$ cat config.mk
export PLATFORM = sky130hd
export DESIGN_NAME = epi_unit
export DESIGN_NICKNAME = d
export VERILOG_FILES = /design/src/logic/epi_pkg.sv /design/src/logic/epi_unit.sv
export SDC_FILE = /design/constraint.sdc
export NUM_CORES = 1
export LEC_CHECK = 0
export BUFFER_PORTS_ARGS = -buffer_cell sky130_fd_sc_hd__clkbuf_2
export CORE_MARGIN = 4
export CORE_UTILIZATION = 45
export CTS_BUF_LIST = sky130_fd_sc_hd__clkbuf_8
export CTS_CLUSTER_SIZE = 40
export DETAILED_ROUTE_END_ITERATION = 10
export PLACE_DENSITY = 0.75
export SYNTH_ARGS = -nofsm -noshare
export SYNTH_HDL_FRONTEND = slang
export SYNTH_SLANG_ARGS = --single-unit
$ cat constraint.sdc
create_clock -name clk_i -period 5.8 [get_ports clk_i]
set_input_delay 1.16 -clock clk_i [delete_from_list [all_inputs] [get_ports clk_i]]
set_output_delay 1.16 -clock clk_i [all_outputs]
set_load 0.05 [all_outputs]
$ cat src/logic/epi_pkg.sv
// Constants, register map and types for the external and pin-change interrupt unit.
// Contract
// - Sense field picks low, change, fall, rise.
// - External request needs global and own enable.
// - Pin sampled first; wider pulses always caught.
// - Bank one enable gates inputs 11 to 8.
// - Bank zero enable gates inputs 7 to 0.
// - Pin activity triggers even when pin drives.
// - Change on inputs 11 to 8 sets flag five.
// - Change on inputs 7 to 0 sets flag four.
// - External edge or change sets flag zero.
// - Flags clear on vector entry or written one.
// - Level sensing keeps external flag cleared.
// - Bank one mask bits enable single pins.
// - Bank zero mask bits enable single pins.
// - Reserved bits read zero, ignore writes.
// - Edge detection needs the running clock.
// - Pin-change detection works without the clock; the unit here sees no change while ce_i is low.
// - Low level requests while pin stays low.
package epi_pkg;

  // Register indices as printed; byte address is four times the index.
  localparam logic [7:0] EPI_IDX_MASK0   = 8'h09;
  localparam logic [7:0] EPI_IDX_FLAG    = 8'h0B;
  localparam logic [7:0] EPI_IDX_SENSE   = 8'h3A;
  localparam logic [7:0] EPI_IDX_ENABLE  = 8'h3B;
  localparam logic [7:0] EPI_IDX_MASK1   = 8'h0A;
  localparam logic [7:0] EPI_IDX_ISTAT   = 8'h40;
  localparam logic [7:0] EPI_IDX_IMASK   = 8'h41;

  // Writable bit masks per register.
  localparam logic [7:0] EPI_WMASK_SENSE  = 8'hDF;
  localparam logic [7:0] EPI_WMASK_ENABLE = 8'h31;
  localparam logic [7:0] EPI_WMASK_FLAG   = 8'h31;
  localparam logic [7:0] EPI_WMASK_MASK1  = 8'h0F;
  localparam logic [2:0] EPI_WMASK_EVT    = 3'h7;

  // Field positions.
  localparam int EPI_BIT_EXT   = 0;
  localparam int EPI_BIT_BANK0 = 4;
  localparam int EPI_BIT_BANK1 = 5;
  localparam int EPI_SENSE_LO  = 6;

  // Sense modes.
  localparam logic [1:0] EPI_SENSE_LOW    = 2'h0;
  localparam logic [1:0] EPI_SENSE_CHANGE = 2'h1;
  localparam logic [1:0] EPI_SENSE_FALL   = 2'h2;
  localparam logic [1:0] EPI_SENSE_RISE   = 2'h3;

  // Reset values.
  localparam logic [7:0]  EPI_RST_REG  = 8'h00;
  localparam logic [11:0] EPI_RST_PINS = 12'h000;
  localparam int          EPI_NPINS    = 12;

  // Bus slave states.
  typedef enum logic [1:0] {
    EPI_BUS_IDLE = 2'b01,
    EPI_BUS_ACK  = 2'b10
  } epi_bus_t;

endpackage : epi_pkg

$ cat src/logic/epi_unit.sv
// External pin and pin-change interrupt unit with a classic Wishbone register slave.
`timescale 1ns/1ps
module epi_unit
  import epi_pkg::*;
(
  // Clock, reset and enable.
  input  wire logic        clk_i,
  input  wire logic        rst_i,
  input  wire logic        ce_i,
  // Wishbone slave.
  input  wire logic        wb_cyc_i,
  input  wire logic        wb_stb_i,
  input  wire logic        wb_we_i,
  input  wire logic [31:0] wb_adr_i,
  input  wire logic [3:0]  wb_sel_i,
  input  wire logic [31:0] wb_dat_i,
  output logic      [31:0] wb_dat_o,
  output logic             wb_ack_o,
  // Pins and CPU side.
  input  wire logic        ext_irq0_i,
  input  wire logic [11:0] change_input_i,
  input  wire logic        global_irq_en_i,
  input  wire logic [2:0]  vector_taken_i,
  output logic      [2:0]  irq_request_o,
  output logic             irq_o
);

  // Register index map; the byte address on the bus is four times the index.
  // The mask for bank zero sits at index 0x09 and covers pins 7 to 0.
  // The mask for bank one sits at index 0x0A and covers pins 11 to 8 in its low nibble.
  // The flag register sits at index 0x0B; a one written to a flag clears it.
  // The sense register sits at index 0x3A; its top two bits pick the trigger.
  // The enable register sits at index 0x3B with the same bit layout as the flags.
  // The summary status sits at index 0x40 and clears when it is read.
  // The summary mask sits at index 0x41 and gates the single level interrupt.

  // Bus timing: a request is taken at the edge where cyc and stb are high and the
  // slave is idle; ack rises after that edge and stands for exactly one cycle.
  // Read data is registered at the taking edge, so it is valid while ack is high.
  // A master that still holds its request at the ack edge is not taken twice,
  // because the slave refuses a new request while its own ack is high.
  // Unmapped indices read as zero, ignore writes and are still acknowledged.

  // Pin timing: both pin groups are taken as synchronous inputs.
  // Each edge compares a pin with the sample from the edge before, so any level
  // that stands across one rising edge is seen; shorter glitches may be missed.
  // A flag rises at the edge after the pin changes, and its request rises with it.
  // Hazard: the first edge after reset compares against a zero sample, so a pin
  // that idles high looks like a rise; reset leaves the unit in low-level mode,
  // where no flag is kept, so that false edge does no harm.
  // Limitation: detection without a running clock is not modelled; while the clock
  // enable is low nothing is seen, and a change that outlasts it is caught later.

  typedef struct packed {
    epi_bus_t    bus;
    logic [31:0] rdata;
    logic        ack;
    logic [7:0]  sense;
    logic [7:0]  enable;
    logic [7:0]  flag;
    logic [7:0]  mask0;
    logic [7:0]  mask1;
    logic [2:0]  istat;
    logic [2:0]  imask;
    logic        ext_s;
    logic [11:0] pin_s;
    logic [2:0]  req;
    logic        irq;
  } epi_state_t;

  epi_state_t s_q;
  epi_state_t s_d;

  logic [7:0] idx;
  logic       hit;
  logic       wr;
  logic       rd;
  logic       ext_evt;
  logic       b0_evt;
  logic       b1_evt;
  logic       level_req;
  logic [7:0] wdat;
  logic [7:0] rmux;
  logic [11:0] pin_chg;
  logic [2:0] evt;

  assign idx  = wb_adr_i[9:2];
  assign wdat = wb_sel_i[0] ? wb_dat_i[7:0] : 8'h00;
  assign hit  = wb_cyc_i && wb_stb_i && (s_q.bus == EPI_BUS_IDLE) && !s_q.ack;
  assign wr   = hit && wb_we_i && wb_sel_i[0];
  assign rd   = hit && !wb_we_i;

  // Pins are taken synchronous, so one register stage gives the prior sample for edges.
  genvar g;
  generate
    for (g = 0; g < EPI_NPINS; g++) begin : g_chg
      assign pin_chg[g] = change_input_i[g] ^ s_q.pin_s[g];
    end
  endgenerate

  // Pin-change events per bank; mask and bank enable gate each pin.
  assign b0_evt = s_q.enable[EPI_BIT_BANK0] && |(pin_chg[7:0] & s_q.mask0);
  assign b1_evt = s_q.enable[EPI_BIT_BANK1]
                  && |(pin_chg[11:8] & s_q.mask1[3:0]);

  // External pin edge decode on the sampled pin; works whatever the pin direction.
  always_comb begin
    ext_evt = 1'b0;
    case (s_q.sense[7:6])
      EPI_SENSE_CHANGE: ext_evt = ext_irq0_i ^ s_q.ext_s;
      EPI_SENSE_FALL:   ext_evt = s_q.ext_s && !ext_irq0_i;
      EPI_SENSE_RISE:   ext_evt = !s_q.ext_s && ext_irq0_i;
      default:          ext_evt = 1'b0;
    endcase
  end

  // Low level requests directly while the pin stays low; no flag is kept.
  assign level_req = (s_q.sense[7:6] == EPI_SENSE_LOW) && !ext_irq0_i;

  assign evt = {b1_evt, b0_evt, ext_evt};

  // Read mux; reserved bits are masked out on the way in, so they read zero.
  always_comb begin
    rmux = 8'h00;
    if (idx == EPI_IDX_MASK0) begin
      rmux = s_q.mask0;
    end else if (idx == EPI_IDX_MASK1) begin
      rmux = s_q.mask1;
    end else if (idx == EPI_IDX_FLAG) begin
      rmux = s_q.flag;
    end else if (idx == EPI_IDX_SENSE) begin
      rmux = s_q.sense;
    end else if (idx == EPI_IDX_ENABLE) begin
      rmux = s_q.enable;
    end else if (idx == EPI_IDX_ISTAT) begin
      rmux = {5'h00, s_q.istat};
    end else if (idx == EPI_IDX_IMASK) begin
      rmux = {5'h00, s_q.imask};
    end
  end

  // Next state: bus slave, registers, flags and requests.
  always_comb begin
    s_d = s_q;
    s_d.ext_s = ext_irq0_i;
    s_d.pin_s = change_input_i;
    s_d.ack   = hit;
    s_d.bus   = hit ? EPI_BUS_ACK : EPI_BUS_IDLE;
    if (rd) begin
      s_d.rdata = {24'h000000, rmux};
    end
    if (wr) begin
      if (idx == EPI_IDX_MASK0) begin
        s_d.mask0 = wdat;
      end else if (idx == EPI_IDX_MASK1) begin
        s_d.mask1 = wdat & EPI_WMASK_MASK1;
      end else if (idx == EPI_IDX_SENSE) begin
        s_d.sense = wdat & EPI_WMASK_SENSE;
      end else if (idx == EPI_IDX_ENABLE) begin
        s_d.enable = wdat & EPI_WMASK_ENABLE;
      end else if (idx == EPI_IDX_IMASK) begin
        s_d.imask = wdat[2:0] & EPI_WMASK_EVT;
      end
    end
    // Write-one and vector entry clear first; a fresh event then wins.
    if (wr && idx == EPI_IDX_FLAG) begin
      s_d.flag = s_q.flag & ~(wdat & EPI_WMASK_FLAG);
    end
    s_d.flag[EPI_BIT_EXT]   = s_d.flag[EPI_BIT_EXT] & ~vector_taken_i[0];
    s_d.flag[EPI_BIT_BANK0] = s_d.flag[EPI_BIT_BANK0] & ~vector_taken_i[1];
    s_d.flag[EPI_BIT_BANK1] = s_d.flag[EPI_BIT_BANK1] & ~vector_taken_i[2];
    s_d.flag[EPI_BIT_EXT]   = s_d.flag[EPI_BIT_EXT] | ext_evt;
    s_d.flag[EPI_BIT_BANK0] = s_d.flag[EPI_BIT_BANK0] | b0_evt;
    s_d.flag[EPI_BIT_BANK1] = s_d.flag[EPI_BIT_BANK1] | b1_evt;
    if (s_d.sense[7:6] == EPI_SENSE_LOW) begin
      s_d.flag[EPI_BIT_EXT] = 1'b0;
    end
    // Sticky status for the summary interrupt; read clears, event wins.
    if (rd && idx == EPI_IDX_ISTAT) begin
      s_d.istat = 3'h0;
    end
    s_d.istat = s_d.istat | evt;
    // Requests to the CPU vectoring.
    s_d.req[0] = global_irq_en_i && s_d.enable[EPI_BIT_EXT]
                 && (s_d.flag[EPI_BIT_EXT] || level_req);
    s_d.req[1] = global_irq_en_i && s_d.enable[EPI_BIT_BANK0]
                 && s_d.flag[EPI_BIT_BANK0];
    s_d.req[2] = global_irq_en_i && s_d.enable[EPI_BIT_BANK1]
                 && s_d.flag[EPI_BIT_BANK1];
    s_d.irq = |(s_d.istat & s_d.imask);
  end

  // State register; the enable freezes everything.
  always_ff @(posedge clk_i) begin
    if (rst_i) begin
      s_q <= '{bus: EPI_BUS_IDLE, rdata: 32'h00000000, ack: 1'b0, sense: EPI_RST_REG,
               enable: EPI_RST_REG, flag: EPI_RST_REG, mask0: EPI_RST_REG,
               mask1: EPI_RST_REG, istat: 3'h0, imask: 3'h0, ext_s: 1'b0,
               pin_s: EPI_RST_PINS, req: 3'h0, irq: 1'b0};
    end else if (ce_i) begin
      s_q <= s_d;
    end
  end

  assign wb_dat_o      = s_q.rdata;
  assign wb_ack_o      = s_q.ack;
  assign irq_request_o = s_q.req;
  assign irq_o         = s_q.irq;

  // Checks.

  // Level mode never keeps the external flag.
  chk_flag_low_mode: assert property (@(posedge clk_i) disable iff (rst_i)
    (s_q.sense[7:6] == EPI_SENSE_LOW) |-> !s_q.flag[EPI_BIT_EXT])
    else $error("external flag set in level mode");

  // A sampled rise in rise mode sets the flag.
  chk_rise_sets_flag: assert property (@(posedge clk_i) disable iff (rst_i)
    ce_i && s_q.sense[7:6] == EPI_SENSE_RISE && !s_q.ext_s && ext_irq0_i
    |=> s_q.flag[EPI_BIT_EXT])
    else $error("rising edge did not set flag");

  // A sampled fall in fall mode sets the flag.
  chk_fall_sets_flag: assert property (@(posedge clk_i) disable iff (rst_i)
    ce_i && s_q.sense[7:6] == EPI_SENSE_FALL && s_q.ext_s && !ext_irq0_i
    |=> s_q.flag[EPI_BIT_EXT])
    else $error("falling edge did not set flag");

  // An unmasked change in bank zero is never lost.
  chk_bank0_flag: assert property (@(posedge clk_i) disable iff (rst_i)
    ce_i && b0_evt |=> s_q.flag[EPI_BIT_BANK0])
    else $error("bank zero change lost");

  // An unmasked change in bank one is never lost.
  chk_bank1_flag: assert property (@(posedge clk_i) disable iff (rst_i)
    ce_i && b1_evt |=> s_q.flag[EPI_BIT_BANK1])
    else $error("bank one change lost");

  // No request leaves while the global enable is low.
  chk_req_global: assert property (@(posedge clk_i) disable iff (rst_i)
    ce_i && !global_irq_en_i |=> s_q.req == 3'h0)
    else $error("request without global enable");

  // A held low level keeps requesting while enabled.
  chk_level_req: assert property (@(posedge clk_i) disable iff (rst_i)
    ce_i && global_irq_en_i && s_q.enable[EPI_BIT_EXT] && level_req
    && s_q.sense == s_d.sense && s_q.enable == s_d.enable |=> s_q.req[0])
    else $error("level request missing");

  // A written one clears a flag when no fresh event competes.
  chk_w1c_flag: assert property (@(posedge clk_i) disable iff (rst_i)
    ce_i && wr && idx == EPI_IDX_FLAG && wdat[EPI_BIT_BANK0] && !b0_evt
    |=> !s_q.flag[EPI_BIT_BANK0])
    else $error("write one did not clear flag");

  // Reserved enable and mask bits stay zero.
  chk_reserved_zero: assert property (@(posedge clk_i) disable iff (rst_i)
    (s_q.enable & ~EPI_WMASK_ENABLE) == 8'h00 && s_q.mask1[7:4] == 4'h0)
    else $error("reserved bits set");

  // Ack is a single-cycle pulse.
  chk_ack_once: assert property (@(posedge clk_i) disable iff (rst_i)
    ce_i && s_q.ack |=> !s_q.ack)
    else $error("ack held two cycles");

  // Any sampled change in change mode sets the flag, unless the mode is rewritten.
  chk_change_sets_flag: assert property (@(posedge clk_i) disable iff (rst_i)
    ce_i && s_q.sense[7:6] == EPI_SENSE_CHANGE && (ext_irq0_i != s_q.ext_s)
    && !(wr && idx == EPI_IDX_SENSE) |=> s_q.flag[EPI_BIT_EXT])
    else $error("pin change did not set flag");

  // Fall mode ignores rises; only a sampled fall may raise the flag.
  chk_fall_only: assert property (@(posedge clk_i) disable iff (rst_i)
    ce_i && s_q.sense[7:6] == EPI_SENSE_FALL && !s_q.flag[EPI_BIT_EXT]
    && !(s_q.ext_s && !ext_irq0_i) |=> !s_q.flag[EPI_BIT_EXT])
    else $error("flag set without falling edge");

  // Rise mode ignores falls; only a sampled rise may raise the flag.
  chk_rise_only: assert property (@(posedge clk_i) disable iff (rst_i)
    ce_i && s_q.sense[7:6] == EPI_SENSE_RISE && !s_q.flag[EPI_BIT_EXT]
    && !(!s_q.ext_s && ext_irq0_i) |=> !s_q.flag[EPI_BIT_EXT])
    else $error("flag set without rising edge");

  // The external request needs its own enable bit.
  chk_ext_needs_enable: assert property (@(posedge clk_i) disable iff (rst_i)
    ce_i && !s_d.enable[EPI_BIT_EXT] |=> !s_q.req[0])
    else $error("external request while disabled");

  // The bank one request needs its bank enable.
  chk_bank1_needs_enable: assert property (@(posedge clk_i) disable iff (rst_i)
    ce_i && !s_d.enable[EPI_BIT_BANK1] |=> !s_q.req[2])
    else $error("bank one request while disabled");

  // The bank zero request needs its bank enable.
  chk_bank0_needs_enable: assert property (@(posedge clk_i) disable iff (rst_i)
    ce_i && !s_d.enable[EPI_BIT_BANK0] |=> !s_q.req[1])
    else $error("bank zero request while disabled");

  // The bank zero request is the product of flag, enable and global enable.
  chk_bank0_req_level: assert property (@(posedge clk_i) disable iff (rst_i)
    ce_i |=> s_q.req[1] == ($past(global_irq_en_i) && s_q.enable[EPI_BIT_BANK0]
    && s_q.flag[EPI_BIT_BANK0]))
    else $error("bank zero request level wrong");

  // The bank one request is the product of flag, enable and global enable.
  chk_bank1_req_level: assert property (@(posedge clk_i) disable iff (rst_i)
    ce_i |=> s_q.req[2] == ($past(global_irq_en_i) && s_q.enable[EPI_BIT_BANK1]
    && s_q.flag[EPI_BIT_BANK1]))
    else $error("bank one request level wrong");

  // Masked pins of bank one never raise its flag.
  chk_mask1_blocks: assert property (@(posedge clk_i) disable iff (rst_i)
    ce_i && !s_q.flag[EPI_BIT_BANK1] && (pin_chg[11:8] & s_q.mask1[3:0]) == 4'h0
    |=> !s_q.flag[EPI_BIT_BANK1])
    else $error("masked bank one pin set flag");

  // Masked pins of bank zero never raise its flag.
  chk_mask0_blocks: assert property (@(posedge clk_i) disable iff (rst_i)
    ce_i && !s_q.flag[EPI_BIT_BANK0] && (pin_chg[7:0] & s_q.mask0) == 8'h00
    |=> !s_q.flag[EPI_BIT_BANK0])
    else $error("masked bank zero pin set flag");

  // Entering the external vector clears its flag when no event competes.
  chk_vec_clears_ext: assert property (@(posedge clk_i) disable iff (rst_i)
    ce_i && vector_taken_i[0] && !ext_evt |=> !s_q.flag[EPI_BIT_EXT])
    else $error("vector entry kept external flag");

  // Entering the bank one vector clears its flag when no event competes.
  chk_vec_clears_bank1: assert property (@(posedge clk_i) disable iff (rst_i)
    ce_i && vector_taken_i[2] && !b1_evt |=> !s_q.flag[EPI_BIT_BANK1])
    else $error("vector entry kept bank one flag");

  // A written zero leaves a set flag alone.
  chk_zero_write_keeps: assert property (@(posedge clk_i) disable iff (rst_i)
    ce_i && wr && idx == EPI_IDX_FLAG && !wdat[EPI_BIT_BANK0]
    && s_q.flag[EPI_BIT_BANK0] && !vector_taken_i[1] |=> s_q.flag[EPI_BIT_BANK0])
    else $error("zero write cleared flag");

  // Reserved flag bits and the spare sense bit stay zero.
  chk_flag_reserved: assert property (@(posedge clk_i) disable iff (rst_i)
    s_q.flag[7:6] == 2'h0 && s_q.flag[3:1] == 3'h0 && s_q.sense[5] == 1'b0)
    else $error("reserved flag or sense bit set");

  // A high pin in level mode gives no external request.
  chk_level_quiet_high: assert property (@(posedge clk_i) disable iff (rst_i)
    ce_i && s_q.sense[7:6] == EPI_SENSE_LOW && s_d.sense[7:6] == EPI_SENSE_LOW
    && ext_irq0_i |=> !s_q.req[0])
    else $error("level request with pin high");

  // Switching into level mode drops the external flag at once.
  chk_low_clears_flag: assert property (@(posedge clk_i) disable iff (rst_i)
    ce_i && s_d.sense[7:6] == EPI_SENSE_LOW |=> !s_q.flag[EPI_BIT_EXT])
    else $error("flag survived switch to level mode");

  // Every taken request is acknowledged on the next edge.
  chk_ack_after_take: assert property (@(posedge clk_i) disable iff (rst_i)
    ce_i && hit |=> s_q.ack)
    else $error("taken request not acknowledged");

  // Registers are eight bits wide, so the upper read data stays zero.
  chk_rdata_upper: assert property (@(posedge clk_i) disable iff (rst_i)
    s_q.rdata[31:8] == 24'h000000)
    else $error("upper read data not zero");

  // Events reach the sticky status even during a clearing read.
  chk_istat_sticky: assert property (@(posedge clk_i) disable iff (rst_i)
    ce_i && evt != 3'h0 |=> (s_q.istat & $past(evt)) == $past(evt))
    else $error("event missing from status");

  // The level interrupt follows unmasked status bits.
  chk_irq_summary: assert property (@(posedge clk_i) disable iff (rst_i)
    ce_i |=> s_q.irq == |(s_q.istat & s_q.imask))
    else $error("summary interrupt wrong");

  // A low clock enable freezes every bit of state.
  chk_freeze_state: assert property (@(posedge clk_i) disable iff (rst_i)
    !ce_i |=> $stable(s_q))
    else $error("state moved while frozen");

endmodule : epi_unit

==> results.md, run 1 <==
- Status: finished clean
- Global route total overflow: 0
- CP peak stage delay: 0.82 ns
- EDFF count, synth: 0
- Worst Max-Slew Pin Slew: 1.08 ns
- Most common cell after layout, fill and taps aside: nor2_1
- DRT Pass-1 Iters: 6
- Top FF cell, synth: dfxtp_1
- DIE WIDTH: 91.3 um
- Tcrit/Tclk final: 55.6%
- CTS buffer count: 9
- Worst Path Max Fanout: 16
- Vias in the first global route: 2389
- Post-CTS Setup Inserts: 0
- Die Ht: 91.3 um
- Area after DPL: 3250 um2
- Most frequent cells in the layout: 59 x nor2_1, 58 x dfxtp_1, 52 x clkbuf_2
- CORE AREA: 6760 um2
- All-Layer GR Usage: 17.9%
- Post-cts sizing count: 0
- Area grow syn2layout: 10.3%
- Storage cell area: 1160 um2
- Initial antenna violation count: 0
- Synth async-reset ratio: 0%
- Tmin final: 3.22 ns
- Slew HR: 27.8%
- Endpoints failing hold: 0
- CTS root buf: clkbuf_8
- Critical path's slowest cell: nor2_1
- Final cell count without fillers: 476
- Yosys reg bits: 58
- Clock Sinks: 58
- Worst-Skew Late Latency: 0.35 ns
- Initial drt markers: 255
- Synthesized area per cell: 8.83 um2
- Overall power: 0.000900 W
- Inserted Diodes: 0
- Final WL: 7320 um
- Hold Crit Start: irq_request_o[1]
- Initial Util: 46.2%
- Multi-input gate area: 1680 um2
- Layout cells sized above 1: 19.4%
- Via count: 2587
- Setup TNS: 0 ns
- CP arrival: 3.43 ns
- Skew final: 0.00449 ns
- Power per cell area: 261 nW/um2
- F_max: 0.310 GHz
- Seq/Total Area, Yosys: 37.2%
- Clk slew on worst S/H paths: 0.06 ns
- DP Wirelength: 5420 um
- Crit. End Element: register
- Std cell rows: 30
- Max Slew Vio Count: 0
- Synth top area share: 37.2%
- Critical Path Start: wb_cyc_i
- P_leak: 1.41 nW
- CP Launch Type: input pin
- DRC: 0
- Die area: 8340 um2
- Max VDD drop: 0.140 mV
- Fillers: 666
- Worst Hold Class: reg -> reg
- Final setup fails: 0
- Routed Antenna Nets: 0
- Cts hold-fix bufs: 0
- I/O Pins: 128
- Vias/cell: 5.43
- Largest net degree at the start of global routing: 60
- Crit path required time: 6.01 ns
- Ys Warns: 0
- Setup CP Type: in -> reg
- Nets: 484
- Ranking of synthesized cells by area: dfxtp_1 37%, mux2i_1 14%, buf_4 8.7%
- Cell taking the most area after synthesis: dfxtp_1
- Placed insts: 460
- Distinct cells, synth: 51
- CTS tree: done
- GP Congestion: 0.877
- MaxCap Viol Count: 0
- Htree depth: 3
- Cell chain of the critical path: clkbuf_2 -> nand4b_1 -> or2_2 -> nor2_1 -> o21ai_0 -> a221oi_1 -> nor3_1
- Post-Synthesis Cells: 354
- First-pass GRT wire length: 11800 um
- Max Buffers Root-to-Sink: 2
- Worst hold slack: 0.467 ns
- Design area: 3440 um2
- Number of port buffers: 52
- Synthesized area: 3120 um2
- RR Startpoint: s_q[97]
- Routed len/inst: 15.4 um
- RSZ-0062 raised after global routing: false
-- per-layer routing --
metal  track usage, %  wire [um]  up-vias
li1                 -          -     1267
met1             23.6       3280     1211
met2             27.3       3280       95
met3             4.97        630       14
met4             7.66        132        0
met5                0          0        -
-- state kept, by name (all words and copies together) (netlist names) --
| register | cells |
|---|---|
| irq_o | 1 |
| s_q | 46 |
| wb_dat_o | 8 |
| irq_request_o | 3 |
-- cell usage after synthesis, drive strengths merged (2+ instances only) --
cell     count
clkbuf      10
o22ai        2
a2bb2oi      2
dfxtp       58
nand2       14
nor3         8
a211oi       9
and2         7
nand4b       2
a311oi       2
or2          3
nand2b       2
nor2        59
a31oi        2
a221oi       2
nor4         2
or3          2
buf         41
a22oi       14
nand3b       2
xor2        12
inv          8
o21ai        7
mux2i       44
a21oi       15
nand3        6
ha           2
-- worst max-delay path, delay by kind of cell --
kind,cells,cell delay (ns)
buf+inv,1,0.08
simple gates,4,1.56
compound gates,2,0.63
-- logic make-up after synthesis --
group	after synthesis	share of synthesized area, %
and+or+nand+nor	115	19.0
AOI/OAI and AO/OA	63	13.7
buffers and inverters	59	11.7
DFF	58	37.2
muxes	44	14.1
xor gates and xnor gates	12	3.36
adders and majority gates	2	0.801
other	1	0.120
-- path summary, 6_finish.rpt --
path | to | slack (ns) | depth (start not counted)
setup / recovery | wb_dat_o[2] | 2.58 | 7
hold / removal | irq_request_o[1] | 0.47 | 2
setup reg to reg | wb_dat_o[2] | 3.07 | 6
hold reg to reg | irq_request_o[1] | 0.47 | 2
-- layout make-up --
cell class,count,area share (%)
multi-input combinational,260,48.9
timing repair buffer,54,7.99
tap,80,2.91
clock inverter,6,1.67
clock buffer,10,4.00
sequential,58,33.7
inverter,8,0.872
-- through the flow --
step                      util (%)  worst slack, ns
final                         51.0             2.58
after global routing          51.0             2.42
after CTS                     51.0             2.63
after detailed placement      48.1             2.27
after global placement        48.1             2.32
after floorplan                  -             3.15
-- where the power goes --
group | internal [W] | switching (W) | leakage [nW]
combinational | 0.0000309 | 0.0000865 | 0.832
sequential | 0.000408 | 0.00000576 | 0.471
clock | 0.000207 | 0.000162 | 0.107
total | 0.000645 | 0.000254 | 1.41
No activity file was read; power rests on OpenSTA's default activity.
==> run 2, diff against run 1 <==
--- a/config.mk
+++ b/config.mk
@@ -5,13 +5,14 @@
 export SDC_FILE = /design/constraint.sdc
 export NUM_CORES = 1
 export LEC_CHECK = 0
+export ABC_AREA = 1
 export BUFFER_PORTS_ARGS = -buffer_cell sky130_fd_sc_hd__clkbuf_2
 export CORE_MARGIN = 4
 export CORE_UTILIZATION = 45
 export CTS_BUF_LIST = sky130_fd_sc_hd__clkbuf_8
 export CTS_CLUSTER_SIZE = 40
 export DETAILED_ROUTE_END_ITERATION = 10
-export PLACE_DENSITY = 0.75
+export PLACE_DENSITY = 0.74
 export SYNTH_ARGS = -nofsm -noshare
 export SYNTH_HDL_FRONTEND = slang
 export SYNTH_SLANG_ARGS = --single-unit
==> constraint.sdc (replaced) <==
create_clock -name clk_i -period 3.3 [get_ports clk_i]
set_input_delay 0.66 -clock clk_i [delete_from_list [all_inputs] [get_ports clk_i]]
set_output_delay 0.66 -clock clk_i [all_outputs]
set_load 0.05 [all_outputs]
==> results.md, run 2 <==
- Design area: 3760 um2 (was 3440 um2)
- CTS tree: done (unchanged)
- Tcrit/Tclk final: 56.1%
- CORE AREA: 7250 um2 (was 6760 um2)
- Post-Synthesis Cells: 497 (was 354)
- DIE WIDTH: 94.3 um (was 91.3 um)
- Endpoints failing hold: 0 (unchanged)
- Post-Synth XOR/XNOR Area: 0% (was 3.36%)
- Die area: 8890 um2 (was 8340 um2)
- Largest family of logic cells by synthesized area: simple AND/OR/NAND/NOR gates (unchanged)
- Cell taking the most area after synthesis: dfxtp_1 (unchanged)
- Setup WS pre-CTS: 1.14 ns (was 2.27 ns)
- Initial drt markers: 249 (was 255)
- Synthesized area: 3350 um2 (was 3120 um2)
- Max VDD drop: 0.248 mV (was 0.140 mV)
- Post-cts sizing count: 0 (unchanged)
- Synthesized area per cell: 6.74 um2 (was 8.83 um2)
- Cts hold-fix bufs: 0 (unchanged)
- CP peak stage delay: 0.45 ns (was 0.82 ns)
- Yosys reg bits: 58 (unchanged)
- Psw: 0.000488 W (was 0.000254 W)
- CTS buffer count: 9 (unchanged)
- Clk slew on worst S/H paths: 0.06 ns (about the same)
- Worst r2r dst: wb_dat_o[1] (was wb_dat_o[2])
- MaxCap Viol Count: 0 (unchanged)
- Max Buffers Root-to-Sink: 2 (unchanged)
- Slew HR: 60.2% (was 27.8%)
- WHS Endpoint: s_q[96] (was irq_request_o[1])
- First-pass GRT wire length: 12800 um (was 11800 um)
- Synth top area share: 34.7% (was 37.2%)
- DRC: 0 (unchanged)
- Nets: 627 (was 484)
- Final setup fails: 0 (unchanged)
- CP most frequent cell: nand2_1
- Reg power frac: 39.7% (was 46.0%)
- Biggest register: s_q (unchanged)
- Final WL: 8230 um (was 7320 um)
- Synth async-reset ratio: 0% (unchanged)
- Global route total overflow: 0 (unchanged)
- Largest register FFs: 46 (unchanged)
- Most common cell after layout, fill and taps aside: nand2_1 (was nor2_1)
- Vias/cell: 5.02 (was 5.43)
- Worst Max-Slew Pin Slew: 0.597 ns (was 1.08 ns)
- Worst Path Max Fanout: 11 (was 16)
- Crit path required time: 3.51 ns (was 6.01 ns)
- Ranking of synthesized cells by area: dfxtp_1 35%, nand2_1 14%, buf_4 8.5% (was dfxtp_1 37%, mux2i_1 14%, buf_4 8.7%)
- I/O Pins: 128 (unchanged)
- Cell Int Power: 0.00138 W (was 0.000645 W)
- Setup CP Type: in -> reg (unchanged)
- Most frequent cells in the layout: 129 x nand2_1, 58 x dfxtp_1, 52 x clkbuf_2 (was 59 x nor2_1, 58 x dfxtp_1, 52 x clkbuf_2)
- Initial Util: 46.2% (about the same)
- F_max: 0.540 GHz
- GRT busiest layer: met2 (unchanged)
- Ys Warns: 0 (unchanged)
- Clock Sinks: 58 (unchanged)
- R2r setup slk: 1.68 ns (was 3.07 ns)
- Grt met2 use: 30.3% (was 27.3%)
- Vias in the first global route: 2782 (was 2389)
- Inserted Diodes: 0 (unchanged)
- Worst Hold Class: reg -> reg (unchanged)
- EDFF count, synth: 0 (unchanged)
- Register-to-Register Path Depth: 8 (was 6)
- Clock power share: 47.4% (was 41.0%)
- Worst-Skew Late Latency: 0.34 ns (was 0.35 ns)
- Net Sw Frac: 26.1% (was 28.3%)
- CTS root buf: clkbuf_8 (unchanged)
- CP Launch Type: input pin (unchanged)
- Hold Crit Start: s_q[96] (was irq_request_o[1])
- Status: finished clean (unchanged)
- CP arrival: 2.06 ns (was 3.43 ns)
- Largest net degree at the start of global routing: 26 (was 60)
- Area grow syn2layout: 12.2% (was 10.3%)
- Htree depth: 3 (unchanged)
- Std cell rows: 31 (was 30)
- DP Wirelength: 5930 um (was 5420 um)
- Met1 Usage GRT: 23.5% (was 23.6%)
- Routed Antenna Nets: 0 (unchanged)
- Multiplexer share of the synthesized area: 0% (was 14.1%)
- Complex-gate fraction of the synthesized area: 17.4% (was 13.7%)
- Skew final: 0.00827 ns (was 0.00449 ns)
- Via count: 3204 (was 2587)
- Post-CTS Setup Inserts: 0 (unchanged)
- Crit. End Element: register (unchanged)
- Distinct cells, synth: 37 (was 51)
- Initial antenna violation count: 0 (unchanged)
- Top FF cell, synth: dfxtp_1 (unchanged)
- Logic pwr share: 12.8% (was 13.1%)
- Setup TNS: 0 ns (unchanged)
- GP Congestion: 0.864 (was 0.877)
- Top cells by count, synth: 129 x nand2_1, 58 x dfxtp_1, 47 x nor2_1 (was 59 x nor2_1, 58 x dfxtp_1, 44 x mux2i_1)
- DRT Pass-1 Iters: 5 (was 6)
- Tmin final: 1.85 ns
- Worst Hold Path Cells: 2 (unchanged)
- Synth Area in Adders: 0.747% (was 0.801%)
- Critical path's slowest cell: nor2_2 (was nor2_1)
- Number of port buffers: 52 (unchanged)
- Routed len/inst: 12.9 um (was 15.4 um)
- Die Ht: 94.3 um (was 91.3 um)
- Util after Layout: 51.8% (was 51.0%)
- Worst setup margin: 1.45 ns (was 2.58 ns)
- RSZ-0062 raised after global routing: false (unchanged)
- All-Layer GR Usage: 18.7% (was 17.9%)
- Layout cells sized above 1: 20.4% (was 19.4%)
- RR Startpoint: s_q[97] (unchanged)
- P_leak: 1.83 nW (was 1.41 nW)
- Power per cell area: 498 nW/um2 (was 261 nW/um2)
- Synth Area in Simple Gates: 30.6% (was 19.0%)
- Area after DPL: 3490 um2 (was 3250 um2)
- Max Slew Vio Count: 0 (unchanged)
- Top-count cell post-synth: nand2_1 (was nor2_1)
- Seq/Total Area, Yosys: 34.7% (was 37.2%)
- Cell chain of the critical path: clkbuf_2 -> nor2_2 -> nand2_1 -> nor2_2 -> nand2_1 -> nand2_1 -> nand2_1 -> inv_1 -> nand2_1 -> nand2_1 -> nand2_1 -> nand2_1 -> a21oi_1 (was clkbuf_2 -> nand4b_1 -> or2_2 -> nor2_1 -> o21ai_0 -> a221oi_1 -> nor3_1)
- Grt met3 use: 3.13% (was 4.97%)
run 2: cell types whose count changed in the layout (fill, tap and decap cells not counted), moves of 7 or more:
cell / change
nor3_1: -7
xor2_1: -12
nand2_1: +115
or2_2: +7
inv_2: +8
inv_1: +35
a21oi_1: +20
nand3_1: +13
o21ai_0: +17
and2_1: -7
a22oi_1: -14
mux2i_1: -44
nor2_1: -12
o21ai_1: +26
run 2: how the worst max path moves through the flow:
stage                       end  depth (start not counted)  slack, ns        start
5_1_grt        irq_request_o[0]                         14       1.27  wb_adr_i[5]
4_1_cts        irq_request_o[0]                         13       1.50  wb_adr_i[9]
6_report       irq_request_o[0]                         13       1.45  wb_adr_i[9]
3_3_place_gp   irq_request_o[0]                         13       1.16  wb_adr_i[9]
3_5_place_dp   irq_request_o[0]                         13       1.14  wb_adr_i[9]
2_1_floorplan  irq_request_o[0]                         11       1.60  wb_sel_i[0]
run 2: worst max-delay path, delay by kind of cell:
| family | cells | cell delay [ns] |
|---|---|---|
| buffers and inverters | 2 | 0.16 |
| and+or+nand+nor | 10 | 1.18 |
| AOI/OAI and AO/OA | 1 | 0.05 |
run 2: kinds of logic after synthesis:
family / Yosys count
and+or+nand+nor: 227
AOI/OAI and AO/OA: 105
buffers and inverters: 104
DFF: 58
adders and majority gates: 2
other: 1
run 2: through the flow:
stage | hold slack (ns) | std cells | total power, W
6_report | 0.456 | 638 | 0.00187
5_1_grt | 0.492 | 638 | 0.00194
4_1_cts | 0.454 | 638 | 0.00188
3_5_place_dp | 0.439 | 622 | 0.000996
3_3_place_gp | 0.439 | 622 | 0.000990
2_1_floorplan | 0.427 | 520 | 0.000959
run 2: power by group through the flow:
stage                     Clock [W]  Combinational (W)  Sequential [W]
after floorplan                   0           0.000200        0.000759
after global placement            0           0.000233        0.000756
after detailed placement          0           0.000238        0.000758
after CTS                  0.000896           0.000239        0.000742
after global routing       0.000928           0.000263        0.000745
final                      0.000887           0.000240        0.000743
run 2: layout make-up:
cell class | count | area (um2)
clock buffer | 10 | 138
clock inverter | 6 | 129
fill | 738 | 3500
inverter | 52 | 200
multi-input combinational | 358 | 1720
sequential | 58 | 1160
tap | 99 | 124
timing repair buffer | 55 | 283
run 2: routing by layer:
layer | wire length (um) | up-vias | part of all wire, %
li1 | - | 1622 | -
met4 | 197 | 0 | 2.4
met1 | 3710 | 1447 | 45
met3 | 526 | 19 | 6.4
met2 | 3790 | 116 | 46
met5 | 0 | - | 0
==> run 3, diff against run 2 <==
--- a/config.mk
+++ b/config.mk
@@ -5,14 +5,14 @@
 export SDC_FILE = /design/constraint.sdc
 export NUM_CORES = 1
 export LEC_CHECK = 0
-export ABC_AREA = 1
+export ABC_AREA = 0
 export BUFFER_PORTS_ARGS = -buffer_cell sky130_fd_sc_hd__clkbuf_2
 export CORE_MARGIN = 4
 export CORE_UTILIZATION = 45
 export CTS_BUF_LIST = sky130_fd_sc_hd__clkbuf_8
 export CTS_CLUSTER_SIZE = 40
 export DETAILED_ROUTE_END_ITERATION = 10
-export PLACE_DENSITY = 0.74
+export PLACE_DENSITY = 0.75
 export SYNTH_ARGS = -nofsm -noshare
 export SYNTH_HDL_FRONTEND = slang
 export SYNTH_SLANG_ARGS = --single-unit
==> constraint.sdc (replaced) <==
create_clock -name clk_i -period 1.92 [get_ports clk_i]
set_input_delay 0.384 -clock clk_i [delete_from_list [all_inputs] [get_ports clk_i]]
set_output_delay 0.384 -clock clk_i [all_outputs]
set_load 0.05 [all_outputs]
==> results.md, run 3 (same netlist as run 1, synthesis figures left out) <==
- Status: finished clean (unchanged)
- Skew final: 0.00817 ns (was 0.00827 ns)
- Initial Util: 46.2% (about the same)
- DRT Pass-1 Iters: 5 (unchanged)
- Most frequent cells in the layout: 58 x nor2_1, 57 x dfxtp_1, 52 x clkbuf_2 (was 129 x nand2_1, 58 x dfxtp_1, 52 x clkbuf_2)
- Vias in the first global route: 2589 (was 2782)
- Final setup fails: 0 (unchanged)
- Tcrit/Tclk final: 95.6%
- Crit. End Element: register (unchanged)
- R2r setup slk: 0.08 ns (was 1.68 ns)
- Worst-Skew Late Latency: 0.34 ns (about the same)
- F_max: 0.545 GHz
- Endpoints failing hold: 0 (unchanged)
- Layout cells sized above 1: 29.2% (was 20.4%)
- Most common cell after layout, fill and taps aside: nor2_1 (was nand2_1)
- Vias/cell: 5.32 (was 5.02)
- CTS buffer count: 9 (unchanged)
- Die area: 8340 um2 (was 8890 um2)
- Final WL: 7740 um (was 8230 um)
- Max Buffers Root-to-Sink: 2 (unchanged)
- I/O Pins: 128 (unchanged)
- CORE AREA: 6760 um2 (was 7250 um2)
- DIE WIDTH: 91.3 um (was 94.3 um)
- Design area: 3840 um2 (was 3760 um2)
- First-pass GRT wire length: 12400 um (was 12800 um)
- Inserted Diodes: 0 (unchanged)
- CP arrival: 2.06 ns (about the same)
- Via count: 2755 (was 3204)
- Initial antenna violation count: 0 (unchanged)
- CTS tree: done (unchanged)
- Worst Hold Path Cells: 2 (unchanged)
- Die Ht: 91.3 um (was 94.3 um)
- Critical path's slowest cell: or4_4 (was nor2_2)
- Worst Path Max Fanout: 5 (was 11)
- CTS root buf: clkbuf_8 (unchanged)
- Tmin final: 1.84 ns
- Clock Sinks: 58 (unchanged)
- Power per cell area: 732 nW/um2 (was 498 nW/um2)
- P_leak: 1.64 nW (was 1.83 nW)
- Register-to-Register Path Depth: 5 (was 8)
- Clk slew on worst S/H paths: 0.07 ns (was 0.06 ns)
- Global route total overflow: 0 (unchanged)
- Area after DPL: 3580 um2 (was 3490 um2)
- Worst Hold Class: in -> reg (was reg -> reg)
- Worst Max-Slew Pin Slew: 0.506 ns (was 0.597 ns)
- RR Startpoint: s_q[97] (unchanged)
- Worst r2r dst: irq_o (was wb_dat_o[1])
- Number of port buffers: 52 (unchanged)
- Setup CP Type: reg -> reg (was in -> reg)
- Max Slew Vio Count: 0 (unchanged)
- Initial drt markers: 192 (was 249)
- CP peak stage delay: 0.59 ns (was 0.45 ns)
- Cell chain of the critical path: nand4b_1 -> or4_4 -> a21oi_1 -> o22ai_1 -> o31a_1 (was clkbuf_2 -> nor2_2 -> nand2_1 -> nor2_2 -> nand2_1 -> nand2_1 -> nand2_1 -> inv_1 -> nand2_1 -> nand2_1 -> nand2_1 -> nand2_1 -> a21oi_1)
- Util after Layout: 56.8% (was 51.8%)
- Worst hold slack: 0.297 ns (was 0.456 ns)
- Max VDD drop: 0.459 mV (was 0.248 mV)
- Crit path required time: 2.14 ns (was 3.51 ns)
- DP Wirelength: 5990 um (was 5930 um)
- MaxCap Viol Count: 0 (unchanged)
- Htree depth: 3 (unchanged)
- Routed len/inst: 14.9 um (was 12.9 um)
- Largest register FFs: 46 (unchanged)
- GP Congestion: 0.912 (was 0.864)
- WHS Endpoint: s_q[97] (was s_q[96])
- Hold Crit Start: rst_i (was s_q[96])
- Slew HR: 65.8% (was 60.2%)
- DRC: 0 (unchanged)
- Nets: 526 (was 627)
- Worst setup margin: 0.0847 ns (was 1.45 ns)
- Overall power: 0.00281 W (was 0.00187 W)
- Biggest register: s_q (unchanged)
- Area grow syn2layout: 22.8% (was 12.2%)
- Routed Antenna Nets: 0 (unchanged)
- Std cell rows: 30 (was 31)
- Largest net degree at the start of global routing: 38 (was 26)
- Setup WS pre-CTS: -0.149 ns (was 1.14 ns)
- All-Layer GR Usage: 18.9% (was 18.7%)
- CP Launch Type: register (was input pin)
==> run 3: cell types whose count changed in the layout (fill, tap and decap cells not counted), sizes merged, moves of 23 or more <==
| cell | before | now |
|---|---|---|
| buf | 3 | 44 |
| o21ai | 50 | 7 |
| mux2i | 0 | 44 |
| a21oi | 38 | 15 |
| inv | 52 | 9 |
| nand2 | 134 | 14 |
==> run 3: final cells by class <==
class | count | area [um2]
fill | 619 | 2920
sequential | 58 | 1160
clock buffer | 11 | 151
tap | 80 | 100
timing repair buffer | 96 | 616
clock inverter | 5 | 53.8
multi-input combinational | 260 | 1720
inverter | 8 | 30.0
==> run 3: per-layer routing <==
layer	GRT usage, %	vias to the layer above	share of wire [%]
met3	5.30	16	7.8
met2	28.3	122	45
met5	0	-	0
li1	-	1339	-
met4	6.78	0	2.1
met1	25.8	1278	46
==> run 3: worst max-delay path, delay by kind of cell (launching register included) <==
kind | cells | cell delay (ns)
compound gates | 3 | 0.53
flops | 1 | 0.32
simple gates | 2 | 0.88
==> run 3: repair_timing <==
| item | in CTS | in global routing |
|---|---|---|
| hold buffers | 0 | 0 |
| buffers inserted | 0 | 2 |
| resized for setup | 0 | 9 |
| setup endpoints to repair | 0 | 17 |
==> run 3: how the worst max path moves through the flow <==
stage / start / end / cells after the start
after floorplan: wb_adr_i[9] / s_q[31] / 7
after global placement: wb_adr_i[4] / s_q[21] / 7
after detailed placement: wb_adr_i[4] / irq_o / 7
after CTS: s_q[97] / irq_request_o[2] / 6
after global routing: s_q[97] / s_q[20] / 5
final: s_q[97] / irq_o / 5
==> run 3: power breakdown <==
part,internal (W),total [W],switching (W)
Combinational,0.000125,0.000399,0.000274
Sequential,0.00123,0.00125,0.0000175
Clock,0.000663,0.00116,0.000497
Total,0.00202,0.00281,0.000788
==> run 3: metrics by stage <==
step	TNS, ns	cells
4_1_cts	0	516
3_3_place_gp	-0.771	500
6_report	0	518
3_5_place_dp	-1.18	500
5_1_grt	-0.0288	518
2_1_floorplan	0	377
